$ cat src/common/oc_pkg.sv
// constants and field layout shared by both ends of the output compare bank
// Operation
// - nine independent compare modules, each own counter
// - free-run counter counts up, wraps to zero
// - event when counter equals primary or secondary
// - sync mode runs once clock source ticks
// - sync mode: source event clears the counter
// - trigger mode holds counter until trigger event
// - zero source select means free-running, default
// - trigger enable bit seven picks trigger mode
// - source select picks one of 31 sources
// - default: every module counts on its own
// - cascade: even module low, odd module high
// - low counter wrap increments paired high counter
// - software sets cascade bit in both modules
// - three-bit field picks one of six clocks
// - single-shot, continuous and toggle compare outputs
// - software loads rising and falling match values
// - period must be at least the secondary value
// - compare modes have mode field top bit clear
// - trigger config and software-settable trigger status
// - double modes: secondary match restores default level
// - flag on primary single, secondary double match
// - single-shot once, rearmed by first control write
package oc_pkg;
	// ==========================================================
	// sizes
	localparam int NUM_CH = 9;
	localparam int CNT_W = 16;
	localparam int NUM_TB = 6;
	localparam int TB_W = 3;
	localparam int SRC_W = 5;
	localparam int NUM_SRC = 32;
	localparam int MODE_W = 3;
	localparam int ADDR_W = 7;
	localparam int DATA_W = 16;
	// ==========================================================
	// values
	localparam logic [CNT_W-1:0] CNT_MAX = 16'hFFFF;
	localparam logic [CNT_W-1:0] CNT_RST = 16'h0000;
	localparam logic [DATA_W-1:0] REG_RST = 16'h0000;
	localparam logic [SRC_W-1:0] SRC_FREE = 5'h00;
	localparam logic RST_PIN = 1'b0;
	// ==========================================================
	// compare mode encodings, top bit set means non-compare
	localparam logic [MODE_W-1:0] MODE_OFF = 3'h0;
	localparam logic [MODE_W-1:0] MODE_TOGGLE = 3'h1;
	localparam logic [MODE_W-1:0] MODE_DBL_ONE = 3'h2;
	localparam logic [MODE_W-1:0] MODE_DBL_CONT = 3'h3;
	localparam int MODE_OTHER_BIT = 2;
	// ==========================================================
	// first_control_reg and second_control_reg fields
	localparam int C1_MODE_LSB = 0;
	localparam int C1_TCFG_BIT = 3;
	localparam int C1_TB_LSB = 10;
	localparam int C2_SRC_LSB = 0;
	localparam int C2_TSTAT_BIT = 6;
	localparam int C2_TEN_BIT = 7;
	localparam int C2_CASC_BIT = 8;
	// status word bits
	localparam int ST_PIN_BIT = 0;
	localparam int ST_TRIG_BIT = 1;
	localparam int ST_PERR_BIT = 2;
	// ==========================================================
	// register slots inside each channel's eight-word window
	localparam logic [2:0] REG_CON1 = 3'h0;
	localparam logic [2:0] REG_CON2 = 3'h1;
	localparam logic [2:0] REG_PRI = 3'h2;
	localparam logic [2:0] REG_SEC = 3'h3;
	localparam logic [2:0] REG_PER = 3'h4;
	localparam logic [2:0] REG_CNT = 3'h5;
	localparam logic [2:0] REG_STAT = 3'h6;
endpackage

$ cat src/common/oc_link_if.sv
// link between the compare bank and its controlling end
`timescale 1ns/100ps
interface oc_link_if;
	import oc_pkg::*;
	// configuration from the controller
	logic [NUM_CH-1:0][MODE_W-1:0] mode;
	logic [NUM_CH-1:0][TB_W-1:0] tbsel;
	logic [NUM_CH-1:0] trig_cfg;
	logic [NUM_CH-1:0][SRC_W-1:0] src;
	logic [NUM_CH-1:0] trig_en;
	logic [NUM_CH-1:0] cascade;
	logic [NUM_CH-1:0][CNT_W-1:0] primary;
	logic [NUM_CH-1:0][CNT_W-1:0] secondary;
	// one-cycle commands
	logic [NUM_CH-1:0] rearm;
	logic [NUM_CH-1:0] trig_set;
	logic [NUM_CH-1:0] trig_clr;
	// clock source ticks and external sync sources
	logic [NUM_TB-1:0] tick;
	logic [NUM_SRC-1:0] evt;
	// state back from the bank
	logic [NUM_CH-1:0] pin;
	logic [NUM_CH-1:0] irq;
	logic [NUM_CH-1:0] trig_stat;
	logic [NUM_CH-1:0][CNT_W-1:0] count;

	modport dev (
		input mode, tbsel, trig_cfg, src, trig_en, cascade, primary, secondary,
		input rearm, trig_set, trig_clr, tick, evt,
		output pin, irq, trig_stat, count
	);
	modport host (
		output mode, tbsel, trig_cfg, src, trig_en, cascade, primary, secondary,
		output rearm, trig_set, trig_clr, tick, evt,
		input pin, irq, trig_stat, count
	);
endinterface

$ cat src/logic/oc_device.sv
// device end: bank of compare channels with dedicated counters
`timescale 1ns/100ps
module oc_device import oc_pkg::*; (
	// clock and reset
	input wire logic clk_sys_i,
	input wire logic srst_i,
	// compare output pins
	output logic [NUM_CH-1:0] pin_o,
	// controller link
	oc_link_if.dev link
);
	// ==========================================================
	// types
	typedef enum logic [2:0] {
		ST_IDLE = 3'h1,
		ST_ARMED = 3'h2,
		ST_DONE = 3'h4
	} out_st_t;

	typedef struct packed {
		logic [CNT_W-1:0] cnt;
		logic moved;
		logic trig;
		logic pin;
		logic irq;
		logic pm;
		out_st_t st;
	} ch_t;

	typedef struct packed {
		ch_t [NUM_CH-1:0] ch;
	} dev_state_t;

	localparam ch_t CH_RST = '{
		cnt: CNT_RST,
		moved: 1'b0,
		trig: 1'b0,
		pin: RST_PIN,
		irq: 1'b0,
		pm: 1'b0,
		st: ST_IDLE
	};
	localparam dev_state_t DEV_RST = '{ch: {NUM_CH{CH_RST}}};

	// ==========================================================
	// signals
	dev_state_t q;
	dev_state_t d;
	logic [NUM_CH/2:0] pair;
	logic [NUM_CH-1:0] ev;
	logic [NUM_CH-1:0] tick_sel;
	logic [NUM_CH-1:0] sync_md;
	logic [NUM_CH-1:0] trig_md;
	logic [NUM_CH-1:0] casc_lo;
	logic [NUM_CH-1:0] casc_hi;
	logic [NUM_CH-1:0] clr;
	logic [NUM_CH-1:0] inc;
	logic [NUM_CH-1:0] carry;
	logic [NUM_CH-1:0] pmatch;
	logic [NUM_CH-1:0] smatch;
	logic [NUM_CH-1:0] hi_ok_p;
	logic [NUM_CH-1:0] hi_ok_s;
	logic [NUM_CH-1:0] cmp_on;

	// ==========================================================
	// per channel drive and pair detection
	genvar g;
	generate
		for (g = 0; g < NUM_CH; g++) begin : g_ch
			assign pin_o[g] = q.ch[g].pin;
			assign link.pin[g] = q.ch[g].pin;
			assign link.irq[g] = q.ch[g].irq;
			assign link.trig_stat[g] = q.ch[g].trig;
			assign link.count[g] = q.ch[g].cnt;
			// a pair only forms when both modules ask for it
			if (g % 2 == 0 && g + 1 < NUM_CH) begin : g_pair
				assign pair[g/2] = link.cascade[g] & link.cascade[g+1];
			end
		end
	endgenerate
	assign pair[NUM_CH/2] = 1'b0; // last module has no partner

	// ==========================================================
	// counters, sync/trigger and output sequencing
	always_comb begin
		d = q;
		ev = '0;
		tick_sel = '0;
		sync_md = '0;
		trig_md = '0;
		casc_lo = '0;
		casc_hi = '0;
		clr = '0;
		inc = '0;
		carry = '0;
		pmatch = '0;
		smatch = '0;
		hi_ok_p = '0;
		hi_ok_s = '0;
		cmp_on = '0;
		for (int i = 0; i < NUM_CH; i++) begin
			// pairing, otherwise every module is independent
			casc_lo[i] = (i % 2 == 0) && pair[i/2];
			casc_hi[i] = (i % 2 == 1) && pair[i/2];
			// clock source choice, codes above five tick nothing
			if (int'(link.tbsel[i]) < NUM_TB) begin
				tick_sel[i] = link.tick[link.tbsel[i]];
			end
			// source choice: low codes are this bank's own matches
			if (link.src[i] == SRC_FREE) begin
				ev[i] = 1'b0;
			end else if (int'(link.src[i]) <= NUM_CH) begin
				ev[i] = q.ch[link.src[i] - 5'h01].pm;
			end else begin
				ev[i] = link.evt[link.src[i]];
			end
			sync_md[i] = (link.src[i] != SRC_FREE) && !link.trig_en[i];
			trig_md[i] = (link.src[i] != SRC_FREE) && link.trig_en[i];
			// counter step: the high half follows its low partner
			if (casc_hi[i]) begin
				inc[i] = carry[(i + NUM_CH - 1) % NUM_CH];
				clr[i] = clr[(i + NUM_CH - 1) % NUM_CH];
			end else begin
				clr[i] = (sync_md[i] && ev[i]) || (trig_md[i] && !q.ch[i].trig);
				inc[i] = tick_sel[i] && !clr[i];
			end
			carry[i] = inc[i] && (q.ch[i].cnt == CNT_MAX);
			if (clr[i]) begin
				d.ch[i].cnt = CNT_RST;
			end else if (inc[i]) begin
				d.ch[i].cnt = CNT_W'(q.ch[i].cnt + 16'h0001);
			end
			d.ch[i].moved = (d.ch[i].cnt != q.ch[i].cnt);
			// trigger status: a set in the same cycle beats a clear
			if (trig_md[i] && (ev[i] || link.trig_set[i])) begin
				d.ch[i].trig = 1'b1;
			end else if (link.trig_clr[i] || (link.trig_cfg[i] && carry[i])) begin
				d.ch[i].trig = 1'b0;
			end
			// match against the freshly reached count
			hi_ok_p[i] = !casc_lo[i] ||
				(q.ch[(i + 1) % NUM_CH].cnt == link.primary[(i + 1) % NUM_CH]);
			hi_ok_s[i] = !casc_lo[i] ||
				(q.ch[(i + 1) % NUM_CH].cnt == link.secondary[(i + 1) % NUM_CH]);
			pmatch[i] = q.ch[i].moved && (q.ch[i].cnt == link.primary[i]) && hi_ok_p[i];
			smatch[i] = q.ch[i].moved && (q.ch[i].cnt == link.secondary[i]) && hi_ok_s[i];
			d.ch[i].pm = pmatch[i];
			// output sequencing, only for compare encodings
			cmp_on[i] = !casc_hi[i] && !link.mode[i][MODE_OTHER_BIT] &&
				(link.mode[i] != MODE_OFF);
			d.ch[i].irq = 1'b0;
			if (!cmp_on[i]) begin
				d.ch[i].st = ST_IDLE;
				d.ch[i].pin = RST_PIN;
			end else begin
				case (q.ch[i].st)
					ST_IDLE: begin
						d.ch[i].st = ST_ARMED;
					end
					ST_ARMED: begin
						if (link.mode[i] == MODE_TOGGLE) begin
							if (pmatch[i]) begin
								d.ch[i].pin = ~q.ch[i].pin;
								d.ch[i].irq = 1'b1;
							end
						end else begin
							if (pmatch[i]) begin
								d.ch[i].pin = ~RST_PIN;
							end
							if (smatch[i]) begin
								d.ch[i].pin = RST_PIN;
								d.ch[i].irq = 1'b1;
								if (link.mode[i] == MODE_DBL_ONE) begin
									d.ch[i].st = ST_DONE;
								end
							end
						end
					end
					ST_DONE: begin
						if (link.rearm[i]) begin
							d.ch[i].st = ST_ARMED;
						end
					end
					default: begin
						d.ch[i].st = ST_IDLE;
					end
				endcase
			end
		end
	end

	// ==========================================================
	// state register
	always_ff @(posedge clk_sys_i) begin
		if (srst_i) begin
			q <= DEV_RST;
		end else begin
			q <= d;
		end
	end
endmodule

$ cat src/flat_wrapper.sv
// flat-port wrapper written by rule: the top's interface ports become plain ports
module oc_device_flat import oc_pkg::*;
  (clk_sys_i, srst_i, pin_o, link_mode, link_tbsel, link_trig_cfg, link_src, link_trig_en, link_cascade, link_primary, link_secondary, link_rearm, link_trig_set, link_trig_clr, link_tick, link_evt, link_pin, link_irq, link_trig_stat, link_count);
  oc_link_if link_i ();
  input wire logic clk_sys_i;
  input wire logic srst_i;
  output logic [NUM_CH-1:0] pin_o;
  input wire logic [$bits(link_i.mode)-1:0] link_mode;
  input wire logic [$bits(link_i.tbsel)-1:0] link_tbsel;
  input wire logic [$bits(link_i.trig_cfg)-1:0] link_trig_cfg;
  input wire logic [$bits(link_i.src)-1:0] link_src;
  input wire logic [$bits(link_i.trig_en)-1:0] link_trig_en;
  input wire logic [$bits(link_i.cascade)-1:0] link_cascade;
  input wire logic [$bits(link_i.primary)-1:0] link_primary;
  input wire logic [$bits(link_i.secondary)-1:0] link_secondary;
  input wire logic [$bits(link_i.rearm)-1:0] link_rearm;
  input wire logic [$bits(link_i.trig_set)-1:0] link_trig_set;
  input wire logic [$bits(link_i.trig_clr)-1:0] link_trig_clr;
  input wire logic [$bits(link_i.tick)-1:0] link_tick;
  input wire logic [$bits(link_i.evt)-1:0] link_evt;
  output wire logic [$bits(link_i.pin)-1:0] link_pin;
  output wire logic [$bits(link_i.irq)-1:0] link_irq;
  output wire logic [$bits(link_i.trig_stat)-1:0] link_trig_stat;
  output wire logic [$bits(link_i.count)-1:0] link_count;
  assign link_i.mode = link_mode;
  assign link_i.tbsel = link_tbsel;
  assign link_i.trig_cfg = link_trig_cfg;
  assign link_i.src = link_src;
  assign link_i.trig_en = link_trig_en;
  assign link_i.cascade = link_cascade;
  assign link_i.primary = link_primary;
  assign link_i.secondary = link_secondary;
  assign link_i.rearm = link_rearm;
  assign link_i.trig_set = link_trig_set;
  assign link_i.trig_clr = link_trig_clr;
  assign link_i.tick = link_tick;
  assign link_i.evt = link_evt;
  assign link_pin = link_i.pin;
  assign link_irq = link_i.irq;
  assign link_trig_stat = link_i.trig_stat;
  assign link_count = link_i.count;
  oc_device u_core (.clk_sys_i(clk_sys_i), .srst_i(srst_i), .pin_o(pin_o), .link(link_i));
endmodule
$ cat config.mk
export PLATFORM = sky130hd
export DESIGN_NAME = oc_device_flat
export DESIGN_NICKNAME = d
export VERILOG_FILES = /design/src/common/oc_pkg.sv /design/src/common/oc_link_if.sv /design/src/logic/oc_device.sv /design/src/flat_wrapper.sv
export SDC_FILE = /design/constraint.sdc
export NUM_CORES = 1
export LEC_CHECK = 0
export BUFFER_PORTS_ARGS = -buffer_cell sky130_fd_sc_hd__buf_2
export CAP_MARGIN = 20
export CORE_AREA = 4 4 256 258
export DETAILED_ROUTE_END_ITERATION = 8
export DIE_AREA = 0 0 260 262
export PLACE_DENSITY_LB_ADDON = 0.2
export SLEW_MARGIN = 20
export SYNTH_ARGS = -nofsm -noshare
export SYNTH_HDL_FRONTEND = slang
export SYNTH_SLANG_ARGS = --single-unit
$ cat constraint.sdc
create_clock -name clk_sys_i -period 3.7 [get_ports clk_sys_i]
set_clock_uncertainty 0.2 [all_clocks]
set_input_delay 0.185 -clock clk_sys_i [delete_from_list [all_inputs] [get_ports clk_sys_i]]
set_output_delay 0.185 -clock clk_sys_i [all_outputs]
set_load 0.1 [all_outputs]
Yosys cells after proc, flatten, opt, wreduce, memory -nomap -nowiden --
Cells that the tools add are included.
Storage, ports and cells: word-level logic and storage cells 756, register bits 216, output and inout bits 180, input port bits 481
Operators by class: bitwise logic cells 31, eq/ne operators 126, muxes and demuxes 206, reduce and logical (&&, ||, !) cells 267, add/subtract/negate cells 18, $lt $le $gt $ge 45
Operators with widths (number):
- binary-select mux 24 bit (select 4 bit) | 9
- == test 16 bit | 18
- 2-to-1 mux 16 bit | 18
- adder 16 x 1 -> 16 bit, second input constant | 9
- == test 16 bit, second input constant | 9
- != test 16 bit | 9
- logical AND 1 bit | 111
- 2-to-1 mux 3 bit | 36
- one-hot mux 3 bit (3 select lines) | 9
- 2-to-1 mux 1 bit | 80
- == test 3 x 1 -> 1 bit, second input constant | 18
- == test 3 x 2 -> 1 bit, second input constant | 18
- < comparator 5 x 6 -> 1 bit, second input constant | 9
- 2-to-1 mux 2 bit | 27
- != test 2 x 1 -> 1 bit, second input constant | 27
- binary-select mux 1 bit (select 5 bit) | 9
- <= comparator 5 x 4 -> 1 bit, second input constant | 9
- logical NOT 5 bit | 9
- < comparator 5 bit, second input constant | 9
- nonzero test 5 bit | 9
- subtractor 5 x 1 -> 5 bit, second input constant | 9
- logical NOT 1 bit | 40
- < comparator 3 x 4 -> 1 bit, second input constant | 9
- 2-to-1 mux 4 bit | 9
- other kinds (13) | 174

Logic depth before layout (Yosys ltp) --
Gate-level depths: netlist (run 1).
depth in word-level cells 16, depth in mapped cells 14, gate-level depth less buffers 10

Worst setup path after synthesis (run 1) --
Ideal clock, no wire load.
kind in2reg, start point input link_src[0], end point register u_core.q (netlist bit u_core.link.count[17]), data required time 3.372 ns, arrival 3.138 ns, path slack 0.235 ns, buffers on the path 4, setup time 0.128 ns, stages 14, cell sequence buf_6 buf_6 inv_1 ha_1 xnor2_1 mux4_2 nor4_1 a211oi_1 o41ai_4 o41a_1 buf_2 buf_2 mux2i_1 nor2_1
Between the ends: longest elaborated chain between the ends 13, elaborated cells between the ends (all ways) 22, classes of those cells 1 x add/sub; 1 x order compare; 10 x mux; 10 x reduce/logical
Ends and longest elaborated chain:
- start, declared | line flat_wrapper.sv:11 | input wire logic [$bits(link_i.src)-1:0] link_src;
- subtractor 5 x 1 -> 5 bit | line oc_device.sv:113 | ev[i] = q.ch[link.src[i] - 5'h01].pm;
- binary-select mux 24 bit (select 4 bit) | line oc_device.sv:113
- 2-to-1 mux 4 bit (not written as such) | line oc_device.sv:113
- 2-to-1 mux 1 bit | line oc_device.sv:112 | end else if (int'(link.src[i]) <= NUM_CH) begin
- 2-to-1 mux 1 bit | line oc_device.sv:110 | if (link.src[i] == SRC_FREE) begin
- logical AND 1 bit | line oc_device.sv:124 | clr[i] = (sync_md[i] && ev[i]) || (trig_md[i] && !q.ch[i].trig);
- logical OR 1 bit (*) | line oc_device.sv:124
- logical NOT 1 bit | line oc_device.sv:125 | inc[i] = tick_sel[i] && !clr[i];
- logical AND 1 bit | line oc_device.sv:125
- logical AND 1 bit | line oc_device.sv:127 | carry[i] = inc[i] && (q.ch[i].cnt == CNT_MAX);
- 2-to-1 mux 1 bit | line oc_device.sv:120 | if (casc_hi[i]) begin
- 2-to-1 mux 16 bit | line oc_device.sv:130 | end else if (inc[i]) begin
- 2-to-1 mux 16 bit (*) | line oc_device.sv:128 | if (clr[i]) begin
- end signal, assigned | line oc_device.sv:196 | q <= DEV_RST;
- end signal, assigned | line oc_device.sv:198 | q <= d;
- end, declared | line oc_device.sv:47 | dev_state_t q;
Mark *: on every way between the ends. The rest lies on a longest branch, timed or not. The select of a mux whose other input is x is not followed. A chain may end at the register's enable or synchronous reset.

Final worst setup path (run 1) --
start point register u_core.q[123] in the netlist's numbering, end point register u_core.q (netlist bit u_core.link.trig_stat[0])
Between the ends: longest elaborated chain between the ends 12, elaborated cells between the ends (all ways) 15, classes of those cells 5 x mux; 10 x reduce/logical
Ends and longest elaborated chain:
- binary-select mux 24 bit (select 4 bit) (*) | line oc_device.sv:113
- 2-to-1 mux 4 bit (not written as such) (*) | line oc_device.sv:113
- 2-to-1 mux 1 bit (*) | line oc_device.sv:112
- 2-to-1 mux 1 bit (*) | line oc_device.sv:110
- logical AND 1 bit | line oc_device.sv:124
- logical OR 1 bit | line oc_device.sv:124
- logical NOT 1 bit | line oc_device.sv:125
- logical AND 1 bit | line oc_device.sv:125
- logical AND 1 bit | line oc_device.sv:127
- logical AND 1 bit | line oc_device.sv:137 | end else if (link.trig_clr[i] || (link.trig_cfg[i] && carry[i])) begin
- logical OR 1 bit | line oc_device.sv:137
- nonzero test 2 bit (no source line)
Marked as above.

==> metrics.cfg, run 1 <==
[critical_path]
slowest_stage=dfxtp_1
r2r-start=u_core.q[123]$_SDFF_PP0_
crit_type=reg -> reg
max_stage_delay_ns=0.59
crit_chain=mux2i_1, mux4_2, nor4_1, a211oi_1, o41ai_4, buf_4, o311ai_0, dlygate4sd3_1, a21oi_1
start_kind=flip-flop
startpoint=u_core.q[123]$_SDFF_PP0_
cp_max_fo=16
required_ns=4.00
end_kind=flip-flop
crit_arrival_ns=3.89

[sta]
relSlewSlack_pct=34.4
setup_viol=0
fin_tns_setup_ns=0
hold_violations=0
fmax_mhz=279
post-route-period-util_pct=96.8
rsz0062_at_grt=false
post-route-min-period_ns=3.58
worstMarginPinSlew_ns=0.984
slew_violations=0

[die]
die_w_um=260
die_area_um2=68100
start_util_pct=31.4
io_pins=661
die_h_um=262
rows=92
core_um2=63000

[clocking]
cts_tree=done
clk_root_buffer_cell=clkbuf_16
cts-buffers-inserted=28
clock_path_buffers=3
clk_latency_ns=0.58
cts.sinks=216
path_clk_slew_ns=0.07
htree_levels=1

[placement]
place_congestion=0.884
io_buffers=651
post_dp_cell_area_um2=22600
hpwl_mm=63.9

[final_layout]
nets=3499
final_area_um2=25100
syn2layout_area_growth_pct=26.9
drive_gt1_share_pct=30.3

[hold_path]
worstHoldStart=link_primary[25]
hp-class=in -> reg

[synthesis]
async_reset_ff_share_pct=0
ys.flop_type=dfxtp_1
synth_cell_type_count=80
ys_seq_area_share_pct=21.9
synth_area_um2=19800
synth_edf_count=0
avgSynthCellArea_um2=8.07
postSynthCellCount=2448
synth-seq-cells=216
syn_nets=2965
ys_warn_count=0

[route]
drc_errors=0
drt_first_pass_iters=5
finalWirelength_mm=81.1
met1Wirelength_mm=32.7
top_layer=met5
route.met3.wl_mm=5.97
ant_nets=0
wl_per_cell_um=21.0
drtIter0Drc=1273
vias=20539
vias_per_cell=5.31
dr_wl_met2_mm=40.0

[global_routing]
track_usage_pct=22.3
grt_pass1_vias=20264
grt_overflow=0
antenna_found_initial=38
grt_pass1_wl_mm=119
grt_max_degree=32

[outcome]
outcome=completed

[flow_run]
drv_cap=0

[power]
peakVddDrop_v=0.000334
p_leak_nw=9.58
power_density_nw_per_um2=271

worst max-delay path: cells and delay by family, from the launching register on:
family | cells | cell delay [ns]
buffers and inverters | 2 | 0.87
AOI/OAI and AO/OA | 4 | 0.85
muxes | 2 | 0.68
DFF | 1 | 0.59
and+or+nand+nor | 1 | 0.30
synthesized netlist by cell type (59+ instances only):
library cell | number | share of area, %
a21oi_1 | 116 | 2.9
buf_4 | 181 | 6.9
clkbuf_1 | 161 | 3.1
dfxtp_1 | 216 | 22
inv_1 | 81 | 1.5
mux2i_1 | 59 | 3.0
mux4_2 | 75 | 8.5
nand2_1 | 100 | 1.9
nand3_1 | 94 | 2.4
nand4_1 | 104 | 3.3
nor2_1 | 190 | 3.6
nor4_1 | 76 | 2.4
o21ai_0 | 117 | 3.0
xnor2_1 | 328 | 15
power breakdown:
group          switching [mW]  internal (mW)
logic                   0.836          0.723
registers              0.0510           2.36
clock network            1.17           1.66
cell families (layout without fill, tap and decap cells):
| logic type | count (synthesis) | count (layout) | synth area share (%) |
|---|---|---|---|
| AO/OA/AOI/OAI | 394 | 394 | 12.5 |
| adder cells (fa/ha/maj) | 36 | 36 | 2.28 |
| multiplexers | 149 | 149 | 12.4 |
| buffers and inverters | 447 | 1001 | 12.1 |
| XOR/XNOR | 358 | 358 | 15.9 |
| AND/OR/NAND/NOR | 848 | 848 | 23.0 |
| flip-flops | 216 | 216 | 21.9 |
| other | 0 | 23 | 0 |
final timing paths:
kind / to / slack (ns) / cells past startpoint
setup / recovery: u_core.link.trig_stat[0]$_SDFFE_PP0P_ / 0.12 / 9
setup reg to reg: u_core.link.trig_stat[0]$_SDFFE_PP0P_ / 0.12 / 9
hold / removal: u_core.q[27]$_SDFF_PP0_ / 0.04 / 7
hold reg to reg: u_core.link.trig_stat[7]$_SDFFE_PP0P_ / 0.29 / 2
per-layer routing:
layer	global-route usage [%]	vias up
met2	39.0	829
li1	-	9703
met4	7.33	26
met1	27.1	9835
met5	0	-
met3	4.97	146
placed cells by master, fill, tap and decap left out, types with 94 or more instances in the layout:
cell type	instances
dfxtp_1	195
nand2_1	100
nor2_1	190
nand4_1	104
nand3_1	94
xnor2_1	328
buf_2	651
dlygate4sd3_1	146
o21ai_0	117
a21oi_1	116
state kept, by name, indices dropped and copies added, names as in the netlist:
register / count
u_core.q: 45
u_core.link.irq: 9
u_core.link.pin: 9
u_core.link.count: 144
u_core.link.trig_stat: 9
repair_timing:
action | 4_1_cts | 5_1_grt
gates resized for setup | 0 | 28
buffers inserted | 0 | 2
hold endpoints to repair | 80 | 0
endpoints found under the setup margin | 0 | 11
hold buffers | 146 | 0
stage by stage:
| step | cells | total power [mW] | hold slack (ns) | worst slack, ns | utilization [%] |
|---|---|---|---|---|---|
| after global routing | 3860 | 7.12 | 0.0513 | 0.00432 | 39.8 |
| after CTS | 3846 | 6.89 | 0.00242 | 0.0374 | 39.6 |
| final | 3871 | 6.81 | 0.0389 | 0.118 | 39.8 |
| after detailed placement | 3650 | 3.91 | 0.261 | 0.113 | 35.8 |
| after floorplan | 2448 | 3.33 | 0.121 | 0.235 | - |
| after global placement | 3650 | 3.88 | 0.245 | 0.104 | 35.8 |
final cells by class:
class / instances / area (um^2)
multi-input combinational: 1785 / 13100
inverter: 82 / 308
sequential: 216 / 4350
clock inverter: 11 / 114
antenna: 23 / 57.6
fill: 6519 / 37900
timing repair buffer: 869 / 5270
tap: 846 / 1060
clock buffer: 39 / 813
Note: power is estimated with default switching activity, not from simulation.
==> inputs of run 2 (changes only) <==
--- a/config.mk
+++ b/config.mk
@@ -5,7 +5,7 @@
 export SDC_FILE = /design/constraint.sdc
 export NUM_CORES = 1
 export LEC_CHECK = 0
-export BUFFER_PORTS_ARGS = -buffer_cell sky130_fd_sc_hd__buf_2
+export BUFFER_PORTS_ARGS = -buffer_cell sky130_fd_sc_hd__buf_4
 export CAP_MARGIN = 20
 export CORE_AREA = 4 4 256 258
 export DETAILED_ROUTE_END_ITERATION = 8
==> run 2 against run 1 <==
Compared with the run above: maximum frequency decreased by 1.7%; combinational power is 9% higher; wire length grew 2.3%; clock power fell by 6%; sequential share of layout area is 0.95 points lower; register-to-register slack got worse by 0.06 ns; first-iteration DRC count is 0.24% lower; non-clock buffer count shrank 17; utilization rose by 2.2 points; power down 0.62%; worst setup slack got worse by 0.061 ns; largest cell class unchanged.
==> metrics.cfg, run 2 (same netlist as run 1, synthesis figures left out) <==
[sta]
relSlewSlack_pct=35.3
rsz0062_at_grt=true
hold_violations=0
slew_violations=0
setup_ws_ns=0.0566
post-route-min-period_ns=3.64
worstMarginPinSlew_ns=0.971
setup_viol=0
post-route-period-util_pct=98.5
fin_tns_setup_ns=0
fmax_mhz=274

[die]
die_h_um=262
core_um2=63000
die_area_um2=68100
rows=92
start_util_pct=31.4
io_pins=661
die_w_um=260

[power]
p_leak_nw=9.89
power_density_nw_per_um2=256
power.total_mw=6.76
peakVddDrop_v=0.000346

[placement]
dp_worst_setup_slack_ns=0.107
place_congestion=0.903
dp_cells=3650
io_buffers=651
hpwl_mm=65.3

[clocking]
clk_root_buffer_cell=clkbuf_16
cts_tree=done
clk_latency_ns=0.58
cts_setup_buffers=0
clock_path_buffers=3
htree_levels=1
path_clk_slew_ns=0.06
cts-buffers-inserted=28
cts.sinks=216

[global_routing]
grt_overflow=0
grt_pass1_wl_mm=122
grt_max_degree=35
grt_pass1_vias=20318
track_usage_pct=22.9
antenna_found_initial=23

[final_layout]
multi_input_area_um2=13100
regArea_um2=4340
nets=3482
fillCellCount=6357
mostFrequentLayoutCell=buf_4
final_cell_mix=buf_4 (719), xnor2_1 (328), dfxtp_1 (204), nor2_1 (190), dlygate4sd3_1 (131)
fin_cells=3844
largest_reg_flops=144
drive_gt1_share_pct=30.1
syn2layout_area_growth_pct=33.9

[critical_path]
required_ns=3.94
cp_max_fo=34
max_stage_delay_ns=0.56
crit_type=reg -> reg
crit_family=buffers and inverters
cp_num_buf_inv=4
cp_common_cell=buf_4
slowest_stage=dlygate4sd3_1
crit_arrival_ns=3.89
crit_chain=buf_4, mux4_2, mux2i_1, a22oi_1, a21boi_0, o211a_1, o31a_1, buf_12, nor4_2, buf_4, o21ai_0, dlygate4sd3_1
start_kind=flip-flop
end_kind=flip-flop

[route]
vias_per_cell=5.33
drtIter0Drc=1270
drc_errors=0
ant_nets=0
finalWirelength_mm=83.0
vias=20474
drt_first_pass_iters=5
wl_per_cell_um=21.6

[hold_path]
hp-class=in -> reg

[outcome]
outcome=completed

[flow_run]
drv_cap=0

-- run 2: metrics by stage --
stage	utilization (%)	hold slack (ns)	cell area, um^2
after detailed placement	38.4	0.231	24200
after global placement	38.4	0.230	24200
after global routing	42.0	0.0165	26400
final	42.0	0.00754	26500
after floorplan	-	0.121	19800
after CTS	41.9	0.00165	26400
-- run 2: path summary, 6_finish.rpt --
path                              from                                     to  slack (ns)  cells after the start
min reg2reg  u_core.q[96]$_SDFFE_PP1P_              u_core.q[98]$_SDFFE_PP0P_        0.28                      1
max             u_core.q[3]$_SDFF_PP0_  u_core.link.trig_stat[3]$_SDFFE_PP0P_        0.06                     12
min                   link_primary[65]                u_core.q[99]$_SDFF_PP0_       0.008                      4
max reg2reg     u_core.q[3]$_SDFF_PP0_  u_core.link.trig_stat[3]$_SDFFE_PP0P_        0.06                     12
-- run 2: where the power goes --
part / switching, mW / internal, mW
registers: 0.0512 / 2.36
logic: 0.838 / 0.865
clock network: 1.11 / 1.54
-- run 2: what timing repair did --
action / in CTS / in global routing
hold buffers: 131 / 0
setup endpoints to repair: 0 / 8
resized for setup: 0 / 18
hold endpoints to repair: 76 / 0
-- run 2: routing by layer --
metal / global-route usage (%) / vias to the layer above / share of wire (%)
met5: 0 / - / 0.12
li1: - / 9656 / -
met2: 39.1 / 829 / 49
met3: 5.53 / 155 / 8.1
met1: 28.1 / 9818 / 39
met4: 8.42 / 16 / 3.5
-- run 2: worst reg2reg max path, cell delays in order, from the launching register on --
cell and delay [ns]:
dfxtp_1 0.39, buf_4 0.20, mux4_2 0.48, mux2i_1 0.16, a22oi_1 0.11, a21boi_0 0.17
o211a_1 0.28, o31a_1 0.32, buf_12 0.17, nor4_2 0.28, buf_4 0.16, o21ai_0 0.06
dlygate4sd3_1 0.56
-- run 2: cell type report --
cell class	count	area share, %
Multi-Input combinational cell	1785	49.5
Timing Repair Buffer	852	25.5
Sequential cell	216	16.4
Tap cell	846	4.00
Clock buffer	40	3.12
Inverter	82	1.16
Clock inverter	9	0.184
Antenna cell	14	0.132
